$ cat src/verilog/pmwb_pkg.sv
// constants for the configuration-space memory window base registers
package pmwb_pkg;
  // ==========================================================
  // register offsets in configuration space
  localparam logic [7:0] EXT_WINDOW_OFFSET = 8'h14;
  localparam logic [7:0] CARD_INFO_OFFSET = 8'h18;
  // ==========================================================
  // field positions: lowest writable pointer bit
  localparam int EXT_PTR_LSB = 14;
  localparam int CARD_PTR_LSB = 11;
  // ==========================================================
  // values after reset and for reads of unmapped offsets
  localparam logic [31:0] EXT_WINDOW_RESET = 32'h0000_0000;
  localparam logic [31:0] CARD_INFO_RESET = 32'h0000_0000;
  localparam logic [31:0] UNMAPPED_READ = 32'h0000_0000;
  // ==========================================================
  // strap capture: cycles after reset release before sampling
  localparam logic [1:0] STRAP_SETTLE = 2'h2;
  // ==========================================================
  // strap capture phases, one-hot
  typedef enum logic [1:0] {
    PMWB_WAIT = 2'b01,
    PMWB_DONE = 2'b10
  } pmwb_phase_t;
endpackage : pmwb_pkg

$ cat src/verilog/pmwb_strap_sample.sv
// captures the active-low card-mode strap once after reset release
`timescale 1ns/1ns
`default_nettype none
module pmwb_strap_sample (
  input wire logic mclk,
  input wire logic reset,
  input wire logic card_mode_strap_n,
  output logic card_info_enabled,
  output logic strap_sampled
);
  typedef struct packed {
    logic sync1;
    logic sync2;
    logic [1:0] cnt;
    pmwb_pkg::pmwb_phase_t phase;
    logic card_en;
  } pmwb_strap_t;

  pmwb_strap_t st_r;
  pmwb_strap_t st_nxt;

  // ==========================================================
  // next state
  always_comb begin
    st_nxt = st_r;
    st_nxt.sync1 = card_mode_strap_n;
    st_nxt.sync2 = st_r.sync1;
    unique case (st_r.phase)
      pmwb_pkg::PMWB_WAIT: begin
        if (st_r.cnt == pmwb_pkg::STRAP_SETTLE) begin
          // strap low selects the card information window
          st_nxt.card_en = ~st_r.sync2;
          st_nxt.phase = pmwb_pkg::PMWB_DONE;
        end else begin
          st_nxt.cnt = st_r.cnt + 2'h1;
        end
      end
      pmwb_pkg::PMWB_DONE: begin
        st_nxt.cnt = st_r.cnt;
      end
      default: begin
        st_nxt.phase = pmwb_pkg::PMWB_WAIT;
      end
    endcase
  end

  // ==========================================================
  // state register
  always_ff @(posedge mclk or posedge reset) begin
    if (reset) begin
      st_r <= '{sync1: 1'b1, sync2: 1'b1, cnt: 2'h0,
                phase: pmwb_pkg::PMWB_WAIT, card_en: 1'b0};
    end else begin
      st_r <= st_nxt;
    end
  end

  assign card_info_enabled = st_r.card_en;
  assign strap_sampled = (st_r.phase == pmwb_pkg::PMWB_DONE);
endmodule : pmwb_strap_sample
`default_nettype wire

$ cat src/verilog/pmwb_bar_reg.sv
// one memory base register with a writable pointer from bit PTR_LSB upward
`timescale 1ns/1ns
`default_nettype none
module pmwb_bar_reg #(
  parameter int PTR_LSB = 14,
  parameter logic [31:0] RESET_VALUE = 32'h0000_0000
) (
  input wire logic mclk,
  input wire logic reset,
  input wire logic enable,
  input wire logic wr,
  input wire logic [3:0] be,
  input wire logic [31:0] wdata,
  output logic [31:0] value
);
  typedef struct packed {
    logic [31-PTR_LSB:0] ptr;
  } pmwb_bar_t;

  pmwb_bar_t st_r;
  pmwb_bar_t st_nxt;
  logic [31:0] merged;

  // ==========================================================
  // byte-lane merge; only pointer bits are stored
  // read-only bits never stored
  always_comb begin
    st_nxt = st_r;
    merged = {st_r.ptr, {PTR_LSB{1'b0}}};
    for (int i = 0; i < 4; i++) begin
      if (be[i]) begin
        merged[8*i +: 8] = wdata[8*i +: 8];
      end
    end
    if (wr && enable) begin
      st_nxt.ptr = merged[31:PTR_LSB];
    end
  end

  always_ff @(posedge mclk or posedge reset) begin
    if (reset) begin
      st_r <= '{ptr: RESET_VALUE[31:PTR_LSB]};
    end else begin
      st_r <= st_nxt;
    end
  end

  // low bits are constant zero; disabled register reads zero
  // size fields read zero
  assign value = enable ? {st_r.ptr, {PTR_LSB{1'b0}}} : 32'h0000_0000;
endmodule : pmwb_bar_reg
`default_nettype wire

$ cat src/verilog/pmwb_windows.sv
// configuration-space slave for the two memory window base registers
`timescale 1ns/1ns
`default_nettype none
module pmwb_windows (
  input wire logic mclk,
  input wire logic reset,
  input wire logic card_mode_strap_n,
  input wire logic cfg_rd,
  input wire logic cfg_wr,
  input wire logic [7:0] cfg_addr,
  input wire logic [3:0] cfg_be,
  input wire logic [31:0] cfg_wdata,
  output logic [31:0] cfg_rdata,
  output logic cfg_ack,
  output logic cfg_hit,
  output logic [31:0] ext_window_base,
  output logic [31:0] card_info_window_base,
  output logic card_info_enabled
);
  typedef struct packed {
    logic [31:0] rdata;
    logic ack;
    logic hit;
  } pmwb_slave_t;

  pmwb_slave_t st_r;
  pmwb_slave_t st_nxt;
  logic ext_sel;
  logic card_sel;
  logic strap_sampled;
  logic [31:0] ext_value;
  logic [31:0] card_value;

  // ==========================================================
  // address decode
  function automatic logic addr_match(input logic [7:0] addr,
                                      input logic [7:0] offset);
    addr_match = (addr[7:2] == offset[7:2]);
  endfunction : addr_match

  assign ext_sel = addr_match(cfg_addr, pmwb_pkg::EXT_WINDOW_OFFSET);
  assign card_sel = addr_match(cfg_addr, pmwb_pkg::CARD_INFO_OFFSET);

  // ==========================================================
  // strap capture after reset
  // strap sampled once
  pmwb_strap_sample u_strap (
    .mclk(mclk),
    .reset(reset),
    .card_mode_strap_n(card_mode_strap_n),
    .card_info_enabled(card_info_enabled),
    .strap_sampled(strap_sampled)
  );

  // ==========================================================
  // base registers
  // extension pointer storage
  pmwb_bar_reg #(
    .PTR_LSB(pmwb_pkg::EXT_PTR_LSB),
    .RESET_VALUE(pmwb_pkg::EXT_WINDOW_RESET)
  ) u_ext (
    .mclk(mclk),
    .reset(reset),
    .enable(1'b1),
    .wr(cfg_wr && ext_sel),
    .be(cfg_be),
    .wdata(cfg_wdata),
    .value(ext_value)
  );

  pmwb_bar_reg #(
    .PTR_LSB(pmwb_pkg::CARD_PTR_LSB),
    .RESET_VALUE(pmwb_pkg::CARD_INFO_RESET)
  ) u_card (
    .mclk(mclk),
    .reset(reset),
    .enable(card_info_enabled),
    .wr(cfg_wr && card_sel),
    .be(cfg_be),
    .wdata(cfg_wdata),
    .value(card_value)
  );

  // ==========================================================
  // read path and acknowledge
  // readback is the selected register's stored pointer; unmapped offsets read UNMAPPED_READ
  always_comb begin
    st_nxt = st_r;
    st_nxt.ack = cfg_rd || cfg_wr;
    st_nxt.hit = (cfg_rd || cfg_wr) && (ext_sel || card_sel);
    if (cfg_rd) begin
      if (ext_sel) begin
        st_nxt.rdata = ext_value;
      end else if (card_sel) begin
        st_nxt.rdata = card_value;
      end else begin
        st_nxt.rdata = pmwb_pkg::UNMAPPED_READ;
      end
    end
  end

  always_ff @(posedge mclk or posedge reset) begin
    if (reset) begin
      st_r <= '{rdata: 32'h0000_0000, ack: 1'b0, hit: 1'b0};
    end else begin
      st_r <= st_nxt;
    end
  end

  assign cfg_rdata = st_r.rdata;
  assign cfg_ack = st_r.ack;
  assign cfg_hit = st_r.hit;
  assign ext_window_base = ext_value;
  assign card_info_window_base = card_value;

  // ==========================================================
  // assertions
  a_ext_sizing: assert property (
    @(posedge mclk) disable iff (reset)
    (cfg_wr && ext_sel && cfg_be == 4'hF && cfg_wdata == 32'hFFFF_FFFF)
    |=> ext_value == 32'hFFFF_C000)
    else $error("extension sizing readback wrong");

  a_ext_store: assert property (
    @(posedge mclk) disable iff (reset)
    (cfg_wr && ext_sel && cfg_be == 4'hF)
    |=> ext_value[31:14] == $past(cfg_wdata[31:14]))
    else $error("extension pointer not stored");

  a_ext_hold: assert property (
    @(posedge mclk) disable iff (reset)
    !(cfg_wr && ext_sel) |=> $stable(ext_value))
    else $error("extension pointer changed without write");

  a_ext_size_zero: assert property (
    @(posedge mclk) disable iff (reset)
    cfg_rd && ext_sel |=> cfg_rdata[13:4] == 10'h000)
    else $error("extension size field not zero");

  a_ext_prefetch: assert property (
    @(posedge mclk) disable iff (reset)
    cfg_rd && ext_sel |=> !cfg_rdata[3])
    else $error("extension prefetch bit set");

  a_ext_memtype: assert property (
    @(posedge mclk) disable iff (reset)
    cfg_rd && ext_sel |=> cfg_rdata[2:1] == 2'h0)
    else $error("extension memory type not zero");

  a_ext_mem_bit: assert property (
    @(posedge mclk) disable iff (reset)
    cfg_rd && ext_sel |=> !cfg_rdata[0])
    else $error("extension memory indicator set");

  a_ext_readback: assert property (
    @(posedge mclk) disable iff (reset)
    cfg_rd && ext_sel |=> cfg_rdata == $past(ext_value))
    else $error("extension readback differs from register");

  a_ext_bytelane: assert property (
    @(posedge mclk) disable iff (reset)
    (cfg_wr && ext_sel && cfg_be == 4'h8)
    |=> ext_value[31:24] == $past(cfg_wdata[31:24])
        && ext_value[23:14] == $past(ext_value[23:14]))
    else $error("extension byte lane merge wrong");

  // ==========================================================
  // card register checks
  a_card_disabled: assert property (
    @(posedge mclk) disable iff (reset)
    (strap_sampled && !card_info_enabled && cfg_rd && card_sel)
    |=> cfg_rdata == 32'h0000_0000)
    else $error("card register nonzero while disabled");

  a_card_store: assert property (
    @(posedge mclk) disable iff (reset)
    (card_info_enabled && cfg_wr && card_sel && cfg_be == 4'hF)
    |=> card_value[31:11] == $past(cfg_wdata[31:11]))
    else $error("card pointer not stored");

  a_card_size_zero: assert property (
    @(posedge mclk) disable iff (reset)
    cfg_rd && card_sel |=> cfg_rdata[10:4] == 7'h00)
    else $error("card size field not zero");

  a_card_low_bits: assert property (
    @(posedge mclk) disable iff (reset)
    cfg_rd && card_sel |=> cfg_rdata[3:1] == 3'h0)
    else $error("card prefetch or type bits set");

  a_card_mem_bit: assert property (
    @(posedge mclk) disable iff (reset)
    cfg_rd && card_sel |=> !cfg_rdata[0])
    else $error("card memory indicator set");

  a_card_readback: assert property (
    @(posedge mclk) disable iff (reset)
    cfg_rd && card_sel |=> cfg_rdata == $past(card_value))
    else $error("card readback differs from register");

  a_card_hold: assert property (
    @(posedge mclk) disable iff (reset)
    !(cfg_wr && card_sel) |=> $stable(card_value))
    else $error("card pointer changed without write");

  a_card_off_zero: assert property (
    @(posedge mclk) disable iff (reset)
    !card_info_enabled |-> card_value == 32'h0000_0000)
    else $error("card base nonzero while disabled");

  a_card_bytelane: assert property (
    @(posedge mclk) disable iff (reset)
    (card_info_enabled && cfg_wr && card_sel && cfg_be == 4'h3)
    |=> card_value[31:16] == $past(card_value[31:16])
        && card_value[15:11] == $past(cfg_wdata[15:11]))
    else $error("card byte lane merge wrong");

  a_card_sizing: assert property (
    @(posedge mclk) disable iff (reset)
    (card_info_enabled && cfg_wr && card_sel && cfg_be == 4'hF
     && cfg_wdata == 32'hFFFF_FFFF) |=> card_value == 32'hFFFF_F800)
    else $error("card sizing readback wrong");

  a_strap_capture: assert property (
    @(posedge mclk) disable iff (reset)
    $rose(strap_sampled)
    |-> card_info_enabled == !$past(card_mode_strap_n, 3))
    else $error("strap captured wrong level");

  a_ro_ignored: assert property (
    @(posedge mclk) disable iff (reset)
    cfg_wr |=> ext_value[13:0] == 14'h0000
               && card_value[10:0] == 11'h000)
    else $error("read-only bits took written data");

  a_strap_freeze: assert property (
    @(posedge mclk) disable iff (reset)
    strap_sampled |=> strap_sampled && $stable(card_info_enabled))
    else $error("strap result changed after capture");

  // ==========================================================
  // port protocol checks
  a_ack_timing: assert property (
    @(posedge mclk) disable iff (reset)
    (cfg_rd || cfg_wr)
    |=> cfg_ack ##1 (!cfg_ack || $past(cfg_rd || cfg_wr)))
    else $error("acknowledge timing wrong");

  a_ack_on_access: assert property (
    @(posedge mclk) disable iff (reset)
    (cfg_rd || cfg_wr) |=> cfg_ack)
    else $error("access not acknowledged");

  a_ack_idle: assert property (
    @(posedge mclk) disable iff (reset)
    !(cfg_rd || cfg_wr) |=> !cfg_ack && !cfg_hit)
    else $error("acknowledge without access");

  a_hit_flag: assert property (
    @(posedge mclk) disable iff (reset)
    (cfg_rd || cfg_wr) |=> cfg_hit == $past(ext_sel || card_sel))
    else $error("hit flag wrong");

  a_unmapped_read: assert property (
    @(posedge mclk) disable iff (reset)
    (cfg_rd && !ext_sel && !card_sel)
    |=> cfg_rdata == pmwb_pkg::UNMAPPED_READ && !cfg_hit)
    else $error("unmapped read not zero");

  a_rdata_hold: assert property (
    @(posedge mclk) disable iff (reset)
    !cfg_rd |=> $stable(cfg_rdata))
    else $error("read data changed without read");

  // ==========================================================
  // scenario covers
  c_ext_sizing: cover property (
    @(posedge mclk) disable iff (reset)
    cfg_rd && ext_sel ##1 cfg_rdata == 32'hFFFF_C000);

  c_card_write: cover property (
    @(posedge mclk) disable iff (reset)
    card_info_enabled && cfg_wr && card_sel && cfg_wdata != 32'h0);

  c_card_disabled_read: cover property (
    @(posedge mclk) disable iff (reset)
    strap_sampled && !card_info_enabled && cfg_rd && card_sel);

  c_unmapped: cover property (
    @(posedge mclk) disable iff (reset)
    cfg_rd && !ext_sel && !card_sel);

  c_strap_low: cover property (
    @(posedge mclk) disable iff (reset)
    $rose(strap_sampled) && card_info_enabled);
endmodule : pmwb_windows
`default_nettype wire

$ cat config.mk
export PLATFORM = sky130hd
export DESIGN_NAME = pmwb_windows
export DESIGN_NICKNAME = d
export VERILOG_FILES = /design/src/verilog/pmwb_pkg.sv /design/src/verilog/pmwb_strap_sample.sv /design/src/verilog/pmwb_bar_reg.sv /design/src/verilog/pmwb_windows.sv
export SDC_FILE = /design/constraint.sdc
export NUM_CORES = 1
export LEC_CHECK = 0
export BUFFER_PORTS_ARGS = -buffer_cell sky130_fd_sc_hd__buf_4
export CAP_MARGIN = 30
export CELL_PAD_IN_SITES_DETAIL_PLACEMENT = 0
export CELL_PAD_IN_SITES_GLOBAL_PLACEMENT = 2
export CORE_MARGIN = 1
export CORE_UTILIZATION = 31
export DETAILED_ROUTE_END_ITERATION = 16
export MAX_ROUTING_LAYER = met4
export PLACE_DENSITY = 0.95
export SLEW_MARGIN = 20
export SYNTH_ARGS = -nofsm -noshare
export SYNTH_HDL_FRONTEND = slang
export SYNTH_SLANG_ARGS = --single-unit
$ cat constraint.sdc
create_clock -name mclk -period 4.5 [get_ports mclk]
set_clock_uncertainty 0.05 [all_clocks]
set_input_delay 0.225 -clock mclk [delete_from_list [all_inputs] [get_ports mclk]]
set_output_delay 0.225 -clock mclk [all_outputs]
set_load 0.03 [all_outputs]
After elaboration in Yosys (flattened, before gate mapping) --
Cells that the tools add are included.
Word-level totals: bits in registers 80, bits of input ports 49, output and inout port bits 99, logic and storage cells 44
Operators by class: $add $sub $neg 1, equal/unequal tests 6, mux-type cells 5, bitwise logic cells 3, reductions and logical operators 15
Operator list (number):
- 2-to-1 mux 32 bit | 3
- AND reduction 2 bit | 9
- equality test 6 x 3 -> 1 bit (second input constant) | 2
- equality test 2 bit (second input constant) | 2
- logical AND 1 bit | 4
- one-hot mux 2 bit (2 select lines) | 1
- 2-to-1 mux 3 bit | 1
- NOT 1 bit | 3
- adder 2 x 1 -> 2 bit (second input constant) | 1
- equality test 2 x 1 -> 1 bit (second input constant) | 1
- logical OR 1 bit | 2
- != test 2 x 1 -> 1 bit (second input constant) | 1

Depth between registers and ports, before layout --
Gate-level depths: netlist of the first run.
depth in word-level cells 4, gate-level depth with buffers 5, depth with buffers taken out 5

By module --
A second synthesis of the first run with hierarchy kept.
Second synthesis, totals: cells, all modules 331, area, all modules 3986.3 um^2
By module, submodules not included:
- pmwb_windows | times used 1, cells an instance 155, area each 1779.2 um^2, sequential area each 850.8 um^2
- pmwb_bar_reg at u_card | times used 1, cells an instance 81, area each 1017.2 um^2, sequential area each 525.5 um^2
- pmwb_bar_reg at u_ext | times used 1, cells an instance 75, area each 917.1 um^2, sequential area each 450.4 um^2
- pmwb_strap_sample | times used 1, cells an instance 20, area each 272.8 um^2, sequential area each 178.9 um^2

Worst setup path before layout of the first run --
OpenSTA, ideal clock, no wires.
path kind input-to-reg, start point input cfg_addr[5], end point register u_ext.st_r[0] (netlist name), setup time 0.128 ns, arrival time 1.356 ns, required time 4.322 ns, slack 2.967 ns, stages on the path 4, buffers on the path 1, path through nor4b_4 clkbuf_2 nand4_2 mux2_1
Between the ends: longest elaborated chain between the ends 3
RTL lines:
- start, declared | RTL line pmwb_windows.sv:10 | input wire logic [7:0] cfg_addr,
- equality test 6 x 3 -> 1 bit | RTL line pmwb_windows.sv:38 | addr_match = (addr[7:2] == offset[7:2]);
- logical AND 1 bit | RTL line pmwb_windows.sv:65 | .wr(cfg_wr && ext_sel),
- AND reduction 2 bit (no line)
- end signal, assigned | RTL line pmwb_bar_reg.sv:42 | st_r <= '{ptr: RESET_VALUE[31:PTR_LSB]};
- end signal, assigned | RTL line pmwb_bar_reg.sv:44 | st_r <= st_nxt;
- end, declared | RTL line pmwb_bar_reg.sv:20 | pmwb_bar_t st_r;
Every way passes these cells. A chain may end at the register's enable or synchronous reset.

Worst setup path in the final report of the first run --
start point input cfg_addr[5], end point register st_r (netlist bit cfg_rdata[26])
Between the ends: longest elaborated chain between the ends 3, elaborated cells between the ends (all ways) 4, classes of those cells eq/ne (2); mux (2)
RTL lines:
- equality test 6 x 3 -> 1 bit | RTL line pmwb_windows.sv:38
- 2-to-1 mux 32 bit | RTL line pmwb_windows.sv:94 | end else if (card_sel) begin
- 2-to-1 mux 32 bit (*) | RTL line pmwb_windows.sv:92 | if (ext_sel) begin
- end signal, assigned | RTL line pmwb_windows.sv:104 | st_r <= '{rdata: 32'h0000_0000, ack: 1'b0, hit: 1'b0};
- end signal, assigned | RTL line pmwb_windows.sv:106 | st_r <= st_nxt;
- end, declared | RTL line pmwb_windows.sv:26 | pmwb_slave_t st_r;
Mark *: on every way between the ends. The rest lies on a longest branch, timed or not.

==> results.py, run 1 <==
metrics = {
    "logic_synthesis": {
        "yosys_warnings": 0,
        "ys_types": 30,
        "synth-simple-area-share_pct": 15.7,
        "synth-edff-count": 0,
        "synth_compound_area_share_pct": 7.06,
        "synth_area_leader_cell": "dfrtp_1",
        "synth_area_leaders": "dfrtp_1, mux2_2, buf_4",
        "seq_area_frac_synth_pct": 52.8,
        "synthMuxAreaShare_pct": 13.4,
        "synth-adder-area-share_pct": 0.382,
        "synth-xor-area-share_pct": 0.267,
        "syn_area_um2": 3280,
        "synthCells": 262,
        "yosys.area.top_type_share_pct": 50.4,
        "ys_ff_latch": 69,
        "synth_async_sr_flop_share_pct": 100,
        "synth_top_family_by_area": "simple AND/OR/NAND/NOR gates",
        "syn_area_per_cell_um2": 12.5,
        "synth_flop_cell": "dfrtp_1",
    },
    "timing": {
        "fmaxAchievable_ghz": 0.483,
        "relSlewSlack_pct": 45.6,
        "rsz0062_at_grt": "false",
        "drv_slew": 0,
        "hold_violations": 0,
        "finalSetupViolCount": 0,
        "period_share_pct": 46.0,
        "tns_ps": 0,
        "final_period_minus_worst_setup_slack_ps": 2070,
        "worst_pin_slew_ps": 812,
    },
    "placed_design": {
        "gp_congestion": 0.685,
        "dpl_cell_area_um2": 4020,
        "portBuffers": 97,
        "place_inst": 485,
        "dpl.hpwl_mm": 5.02,
    },
    "setup_path": {
        "crit_required_ps": 4730,
        "cp-start-kind": "primary input",
        "path_class": "in2reg",
        "path_cells": "buf_4 -> nor4b_4 -> buf_4 -> and4_2 -> a221o_1",
        "cp_slowest_cell": "nor4b_4",
        "critical_path_depth": 5,
        "critPathCaptureType": "flop",
        "crit_arrival_ps": 2300,
        "cp_num_buf_inv": 2,
        "crit_fanout": 21,
        "critical_path.top_delay_family": "simple AND/OR/NAND/NOR gates",
        "r2r-end": "u_card.st_r[16]$_DFFE_PP0P_",
        "reg2regPathDepth": 4,
        "critical_path.max_stage_delay_ps": 740,
        "r2r_slack_ps": 2760,
        "reg2reg_from": "u_strap.card_info_enabled$_DFFE_PP0P_",
        "cp_common_cell": "buf_4",
    },
    "global_routing": {
        "grt_pass1_vias": 2186,
        "grt_max_degree": 70,
        "antenna_found_initial": 0,
        "overflow": 0,
        "grt.total_usage_pct": 14.3,
        "grt_first_pass_wirelength_mm": 11.9,
    },
    "hold_path": {
        "holdPathEnd": "u_card.st_r[5]$_DFFE_PP0P_",
        "worstHoldStart": "cfg_wdata[16]",
        "whs_path_depth": 2,
        "min_path_type": "in2reg",
    },
    "clock_network": {
        "cts.path.max_buffers": 2,
        "clockRootBuffer": "clkbuf_8",
        "clk_pin_slew_ps": 90,
        "cts_tree": "yes",
        "clkLatencyLatePin_ps": 340,
        "htreeDepth": 3,
        "cts_sinks": 69,
        "cts_made_buffers": 9,
        "post_cts_buffers": 0,
    },
    "finish": {
        "nNetsFinal": 414,
        "areaGrowthSynthToFinish_pct": 30.8,
        "drive_above_1_share_pct": 48.0,
        "n_antenna_cell": 0,
        "n_fill_cell": 975,
        "instances_no_fill": 505,
        "fin_area_um2": 4290,
        "post-route-util_pct": 41.7,
    },
    "die": {
        "die-area_um2": 11000,
        "dieHeight_um": 105,
        "core_um2": 10300,
        "core.rowCount": 37,
        "die_w_um": 105,
        "pin_count": 148,
        "start_util_pct": 31.9,
    },
    "drt": {
        "drtPass1Iterations": 4,
        "initialDrtViolationCount": 58,
        "postRouteAntennaNets": 0,
        "via_per_inst": 4.53,
        "drc_errors": 0,
        "wl_per_cell_um": 15.0,
        "routed_wl_mm": 7.57,
        "num_vias": 2287,
    },
    "run_status": {
        "status": "finished, final reports clean",
    },
    "pwr": {
        "ir_drop_mv": 0.158,
        "power.leakage_nw": 2.33,
        "power_density_nw_per_um2": 324,
    },
    "run": {
        "cap_violations": 0,
    },
}
## what timing repair did
action	4_1_cts	5_1_grt
hold buffers	1	1
endpoints found under the hold margin	1	23
resized for setup	0	0
## final cells by class
type                            count  area [µm²]  area share, %
Clock buffer                       11         151           3.53
Clock inverter                      5        58.8           1.37
Inverter                            5        18.8          0.438
Multi-Input combinational cell    175        1350           31.4
Sequential cell                    69        1730           40.4
Tap cell                          136         170           3.97
Timing Repair Buffer              104         813           19.0
## Yosys cell counts, types with 2 or more instances
library cell / n
dfstp_2: 3
nand4_2: 3
a221o_1: 18
and3_2: 8
mux2_1: 2
inv_1: 5
buf_2: 2
dfrtp_1: 66
and3_1: 10
and2_1: 21
clkbuf_1: 9
a22o_1: 3
nand2_1: 2
mux2_2: 37
o21ai_0: 3
nor2b_1: 20
buf_4: 36
nand3_2: 2
## kinds of logic after synthesis
family,after synthesis
xor gates and xnor gates,1
buffers and inverters,53
DFF,69
and+or+nand+nor,73
AOI/OAI and AO/OA,25
adders and majority gates,1
other,1
muxes,39
## sequential cells by signal (all words and copies together), names as in the netlist
name,count
cfg_rdata,21
u_card.st_r,21
u_ext.st_r,18
u_strap.st_r,5
cfg_ack,1
cfg_hit,1
u_strap.card_info_enabled,1
u_strap.st_nxt,1
## worst max-delay path by stage
stage | start | to | slack (ps)
finish | cfg_addr[5] | cfg_rdata[26]$_DFFE_PP0P_ | 2430
CTS | cfg_addr[5] | cfg_rdata[26]$_DFFE_PP0P_ | 2440
global placement | cfg_addr[5] | cfg_rdata[22]$_DFFE_PP0P_ | 2050
detailed placement | cfg_addr[5] | cfg_rdata[30]$_DFFE_PP0P_ | 2060
floorplan | reset | cfg_ack$_DFF_PP0_ | 2490
global route | cfg_addr[5] | cfg_rdata[20]$_DFFE_PP0P_ | 2320
## stage by stage
step / power (mW) / hold WS, ps / setup slack, ps
floorplan: 0.816 / 179 / 2490
global placement: 0.866 / 284 / 2050
detailed placement: 0.870 / 287 / 2060
CTS: 1.41 / 50.6 / 2440
global route: 1.46 / 51.7 / 2320
finish: 1.39 / 67.5 / 2430
## per-layer routing
layer | vias to the layer above | routed length, µm | GRT usage, %
li1 | 1055 | - | -
met1 | 1139 | 3650 | 19.6
met4 | 0 | 88 | 4.83
met3 | 10 | 414 | 2.81
met2 | 83 | 3420 | 21.1
met5 | - | 0 | -
## report_power, final
part           leakage (nW)  total (mW)  switching (mW)  internal (mW)
combinational          1.31       0.201           0.131         0.0700
clock                 0.102       0.529           0.243          0.286
sequential            0.927       0.661          0.0163          0.644
total                  2.33        1.39           0.390           1.00
## cells in the final DEF, fill, tap and decap left out, types with 4 or more instances in the layout
cell type / netlist / routed
and3_2: 8 / 8
and2_1: 21 / 21
dfrtp_1: 66 / 66
clkbuf_8: 0 / 11
nor2b_1: 20 / 19
and3_1: 10 / 10
conb_1: 1 / 36
mux2_2: 37 / 37
inv_1: 5 / 4
buf_4: 36 / 100
a221o_1: 18 / 18
(Power assumes the default switching activity.)
==> run 2: changes to the inputs <==
- CORE_UTILIZATION: 31 -> 29
- PLACE_DENSITY: 0.95 -> 0.91
- clock period: 4.5 -> 2.15 ns (I/O delays scaled with it)
==> results.py, run 2 (same netlist as run 1, synthesis figures left out) <==
metrics = {
    "pwr": {
        "power.share.clock_pct": 45.1,
        "total_power_mw": 3.35,
        "power.leakage_nw": 2.48,
        "power_frac_seq_pct": 41.4,
        "ir_drop_mv": 0.394,
        "combPwrFrac_pct": 13.4,
        "p_int_mw": 2.49,
        "power_density_nw_per_um2": 726,
        "switching_share_pct": 25.7,
        "switchingPower_mw": 0.862,
    },
    "finish": {
        "drive_above_1_share_pct": 45.3,
        "layout_common_cells": "buf_4, dfrtp_1, mux2_2, conb_1, dlygate4sd3_1",
        "n_antenna_cell": 0,
        "nNetsFinal": 438,
        "post-route-util_pct": 42.2,
        "fin_area_um2": 4610,
        "areaGrowthSynthToFinish_pct": 40.7,
        "final_common_cell": "buf_4",
    },
    "setup_path": {
        "crit_fanout": 9,
        "path_class": "reg2reg",
        "reg2regPathDepth": 3,
        "cp-start-kind": "flop",
        "crit_start": "u_strap.card_info_enabled$_DFFE_PP0P_",
        "reg2reg_from": "u_strap.card_info_enabled$_DFFE_PP0P_",
        "critPathCaptureType": "flop",
        "crit_arrival_ps": 1820,
        "crit_required_ps": 2300,
    },
    "run_status": {
        "status": "finished, final reports clean",
    },
    "placed_design": {
        "gp_congestion": 0.771,
        "dpl.hpwl_mm": 5.56,
        "dpl_cell_area_um2": 4060,
        "portBuffers": 97,
    },
    "global_routing": {
        "grt_max_degree": 40,
        "grt.total_usage_pct": 14.6,
        "grt_first_pass_wirelength_mm": 12.3,
        "overflow": 0,
        "antenna_found_initial": 0,
        "grt_pass1_vias": 2305,
    },
    "clock_network": {
        "cts_sinks": 69,
        "clk_pin_slew_ps": 60,
        "cts-resized-gates": 0,
        "post_cts_buffers": 0,
        "cts_tree": "yes",
        "clkLatencyLatePin_ps": 320,
        "cts_made_buffers": 9,
        "htreeDepth": 3,
        "clockRootBuffer": "clkbuf_16",
        "cts.path.max_buffers": 2,
    },
    "timing": {
        "relSlewSlack_pct": 65.0,
        "hold_ws_ps": 110,
        "rsz0062_at_grt": "false",
        "drv_slew": 0,
        "finalSetupViolCount": 0,
        "fmaxAchievable_ghz": 0.598,
        "final_period_minus_worst_setup_slack_ps": 1670,
        "hold_violations": 0,
        "period_share_pct": 77.8,
        "worst_pin_slew_ps": 523,
        "tns_ps": 0,
    },
    "die": {
        "start_util_pct": 30.0,
        "die_w_um": 108,
        "pin_count": 148,
        "dieHeight_um": 108,
        "die-area_um2": 11700,
        "core.rowCount": 38,
        "core_um2": 10900,
    },
    "drt": {
        "num_vias": 2382,
        "postRouteAntennaNets": 0,
        "initialDrtViolationCount": 82,
        "routed_wl_mm": 7.97,
        "via_per_inst": 4.47,
        "drc_errors": 0,
        "drtPass1Iterations": 4,
        "wl_per_cell_um": 15.0,
    },
    "hold_path": {
        "min_path_type": "in2reg",
        "worstHoldStart": "cfg_addr[2]",
        "whs_path_depth": 3,
    },
    "run": {
        "cap_violations": 0,
    },
}
-- run 2: cell types whose count changed in the layout (fill, tap and decap cells not counted), moves of 3 or more --
| cell | delta |
|---|---|
| clkbuf_16 | +9 |
| buf_4 | +3 |
| dlygate4sd3_1 | +22 |
| clkbuf_8 | -9 |
-- run 2: stage by stage --
step,setup slack [ps],std cells
floorplan,258,297
global placement,337,493
detailed placement,295,493
CTS,456,533
global route,406,533
finish,478,533
-- run 2: final cells by class --
| cell class | instances | area (µm²) |
|---|---|---|
| fillers | 1052 | 6320 |
| flip-flops and latches | 69 | 1730 |
| multi-input cells | 175 | 1350 |
| repair buffers | 128 | 1030 |
| clock buffers | 12 | 256 |
| well taps | 140 | 175 |
| clock inverters | 4 | 55.1 |
| inverters | 5 | 18.8 |
-- run 2: worst max-delay path, cell delays in order (launching register included) --
cell	delay [ps]
dfrtp_1	510
and4b_1	330
nand3_2	280
mux2_2	370
-- run 2: metal layers --
metal  up-vias  wire length, µm  global-route usage (%)
met3         9              568                    4.16
met5         -                0                       -
met1      1165             3620                    19.0
met2       103             3720                    22.6
met4         0               65                    3.19
li1       1105                -                       -
-- run 2: timing repair --
item / CTS / global route
hold endpoints to repair: 74 / 0
hold buffers: 24 / 0
endpoints found under the setup margin: 0 / 0
-- run 2: power by group through the flow --
stage	clock, mW	sequential (mW)	combinational, mW
detailed placement	0	1.41	0.420
finish	1.51	1.39	0.450
global placement	0	1.41	0.414
global route	1.62	1.39	0.480
CTS	1.55	1.39	0.455
floorplan	0	1.46	0.246
-- run 2: path summary, 6_finish.rpt --
check | endpoint | slack (ps)
setup reg to reg | u_card.st_r[19]$_DFFE_PP0P_ | 480
setup / recovery | u_card.st_r[19]$_DFFE_PP0P_ | 480
hold reg to reg | u_strap.st_r[5]$_DFF_PP1_ | 310
min in group asynchronous | cfg_rdata[11]$_DFFE_PP0P_ | 240
hold / removal | cfg_hit$_DFF_PP0_ | 110
max in group asynchronous | u_card.st_r[8]$_DFFE_PP0P_ | 1250
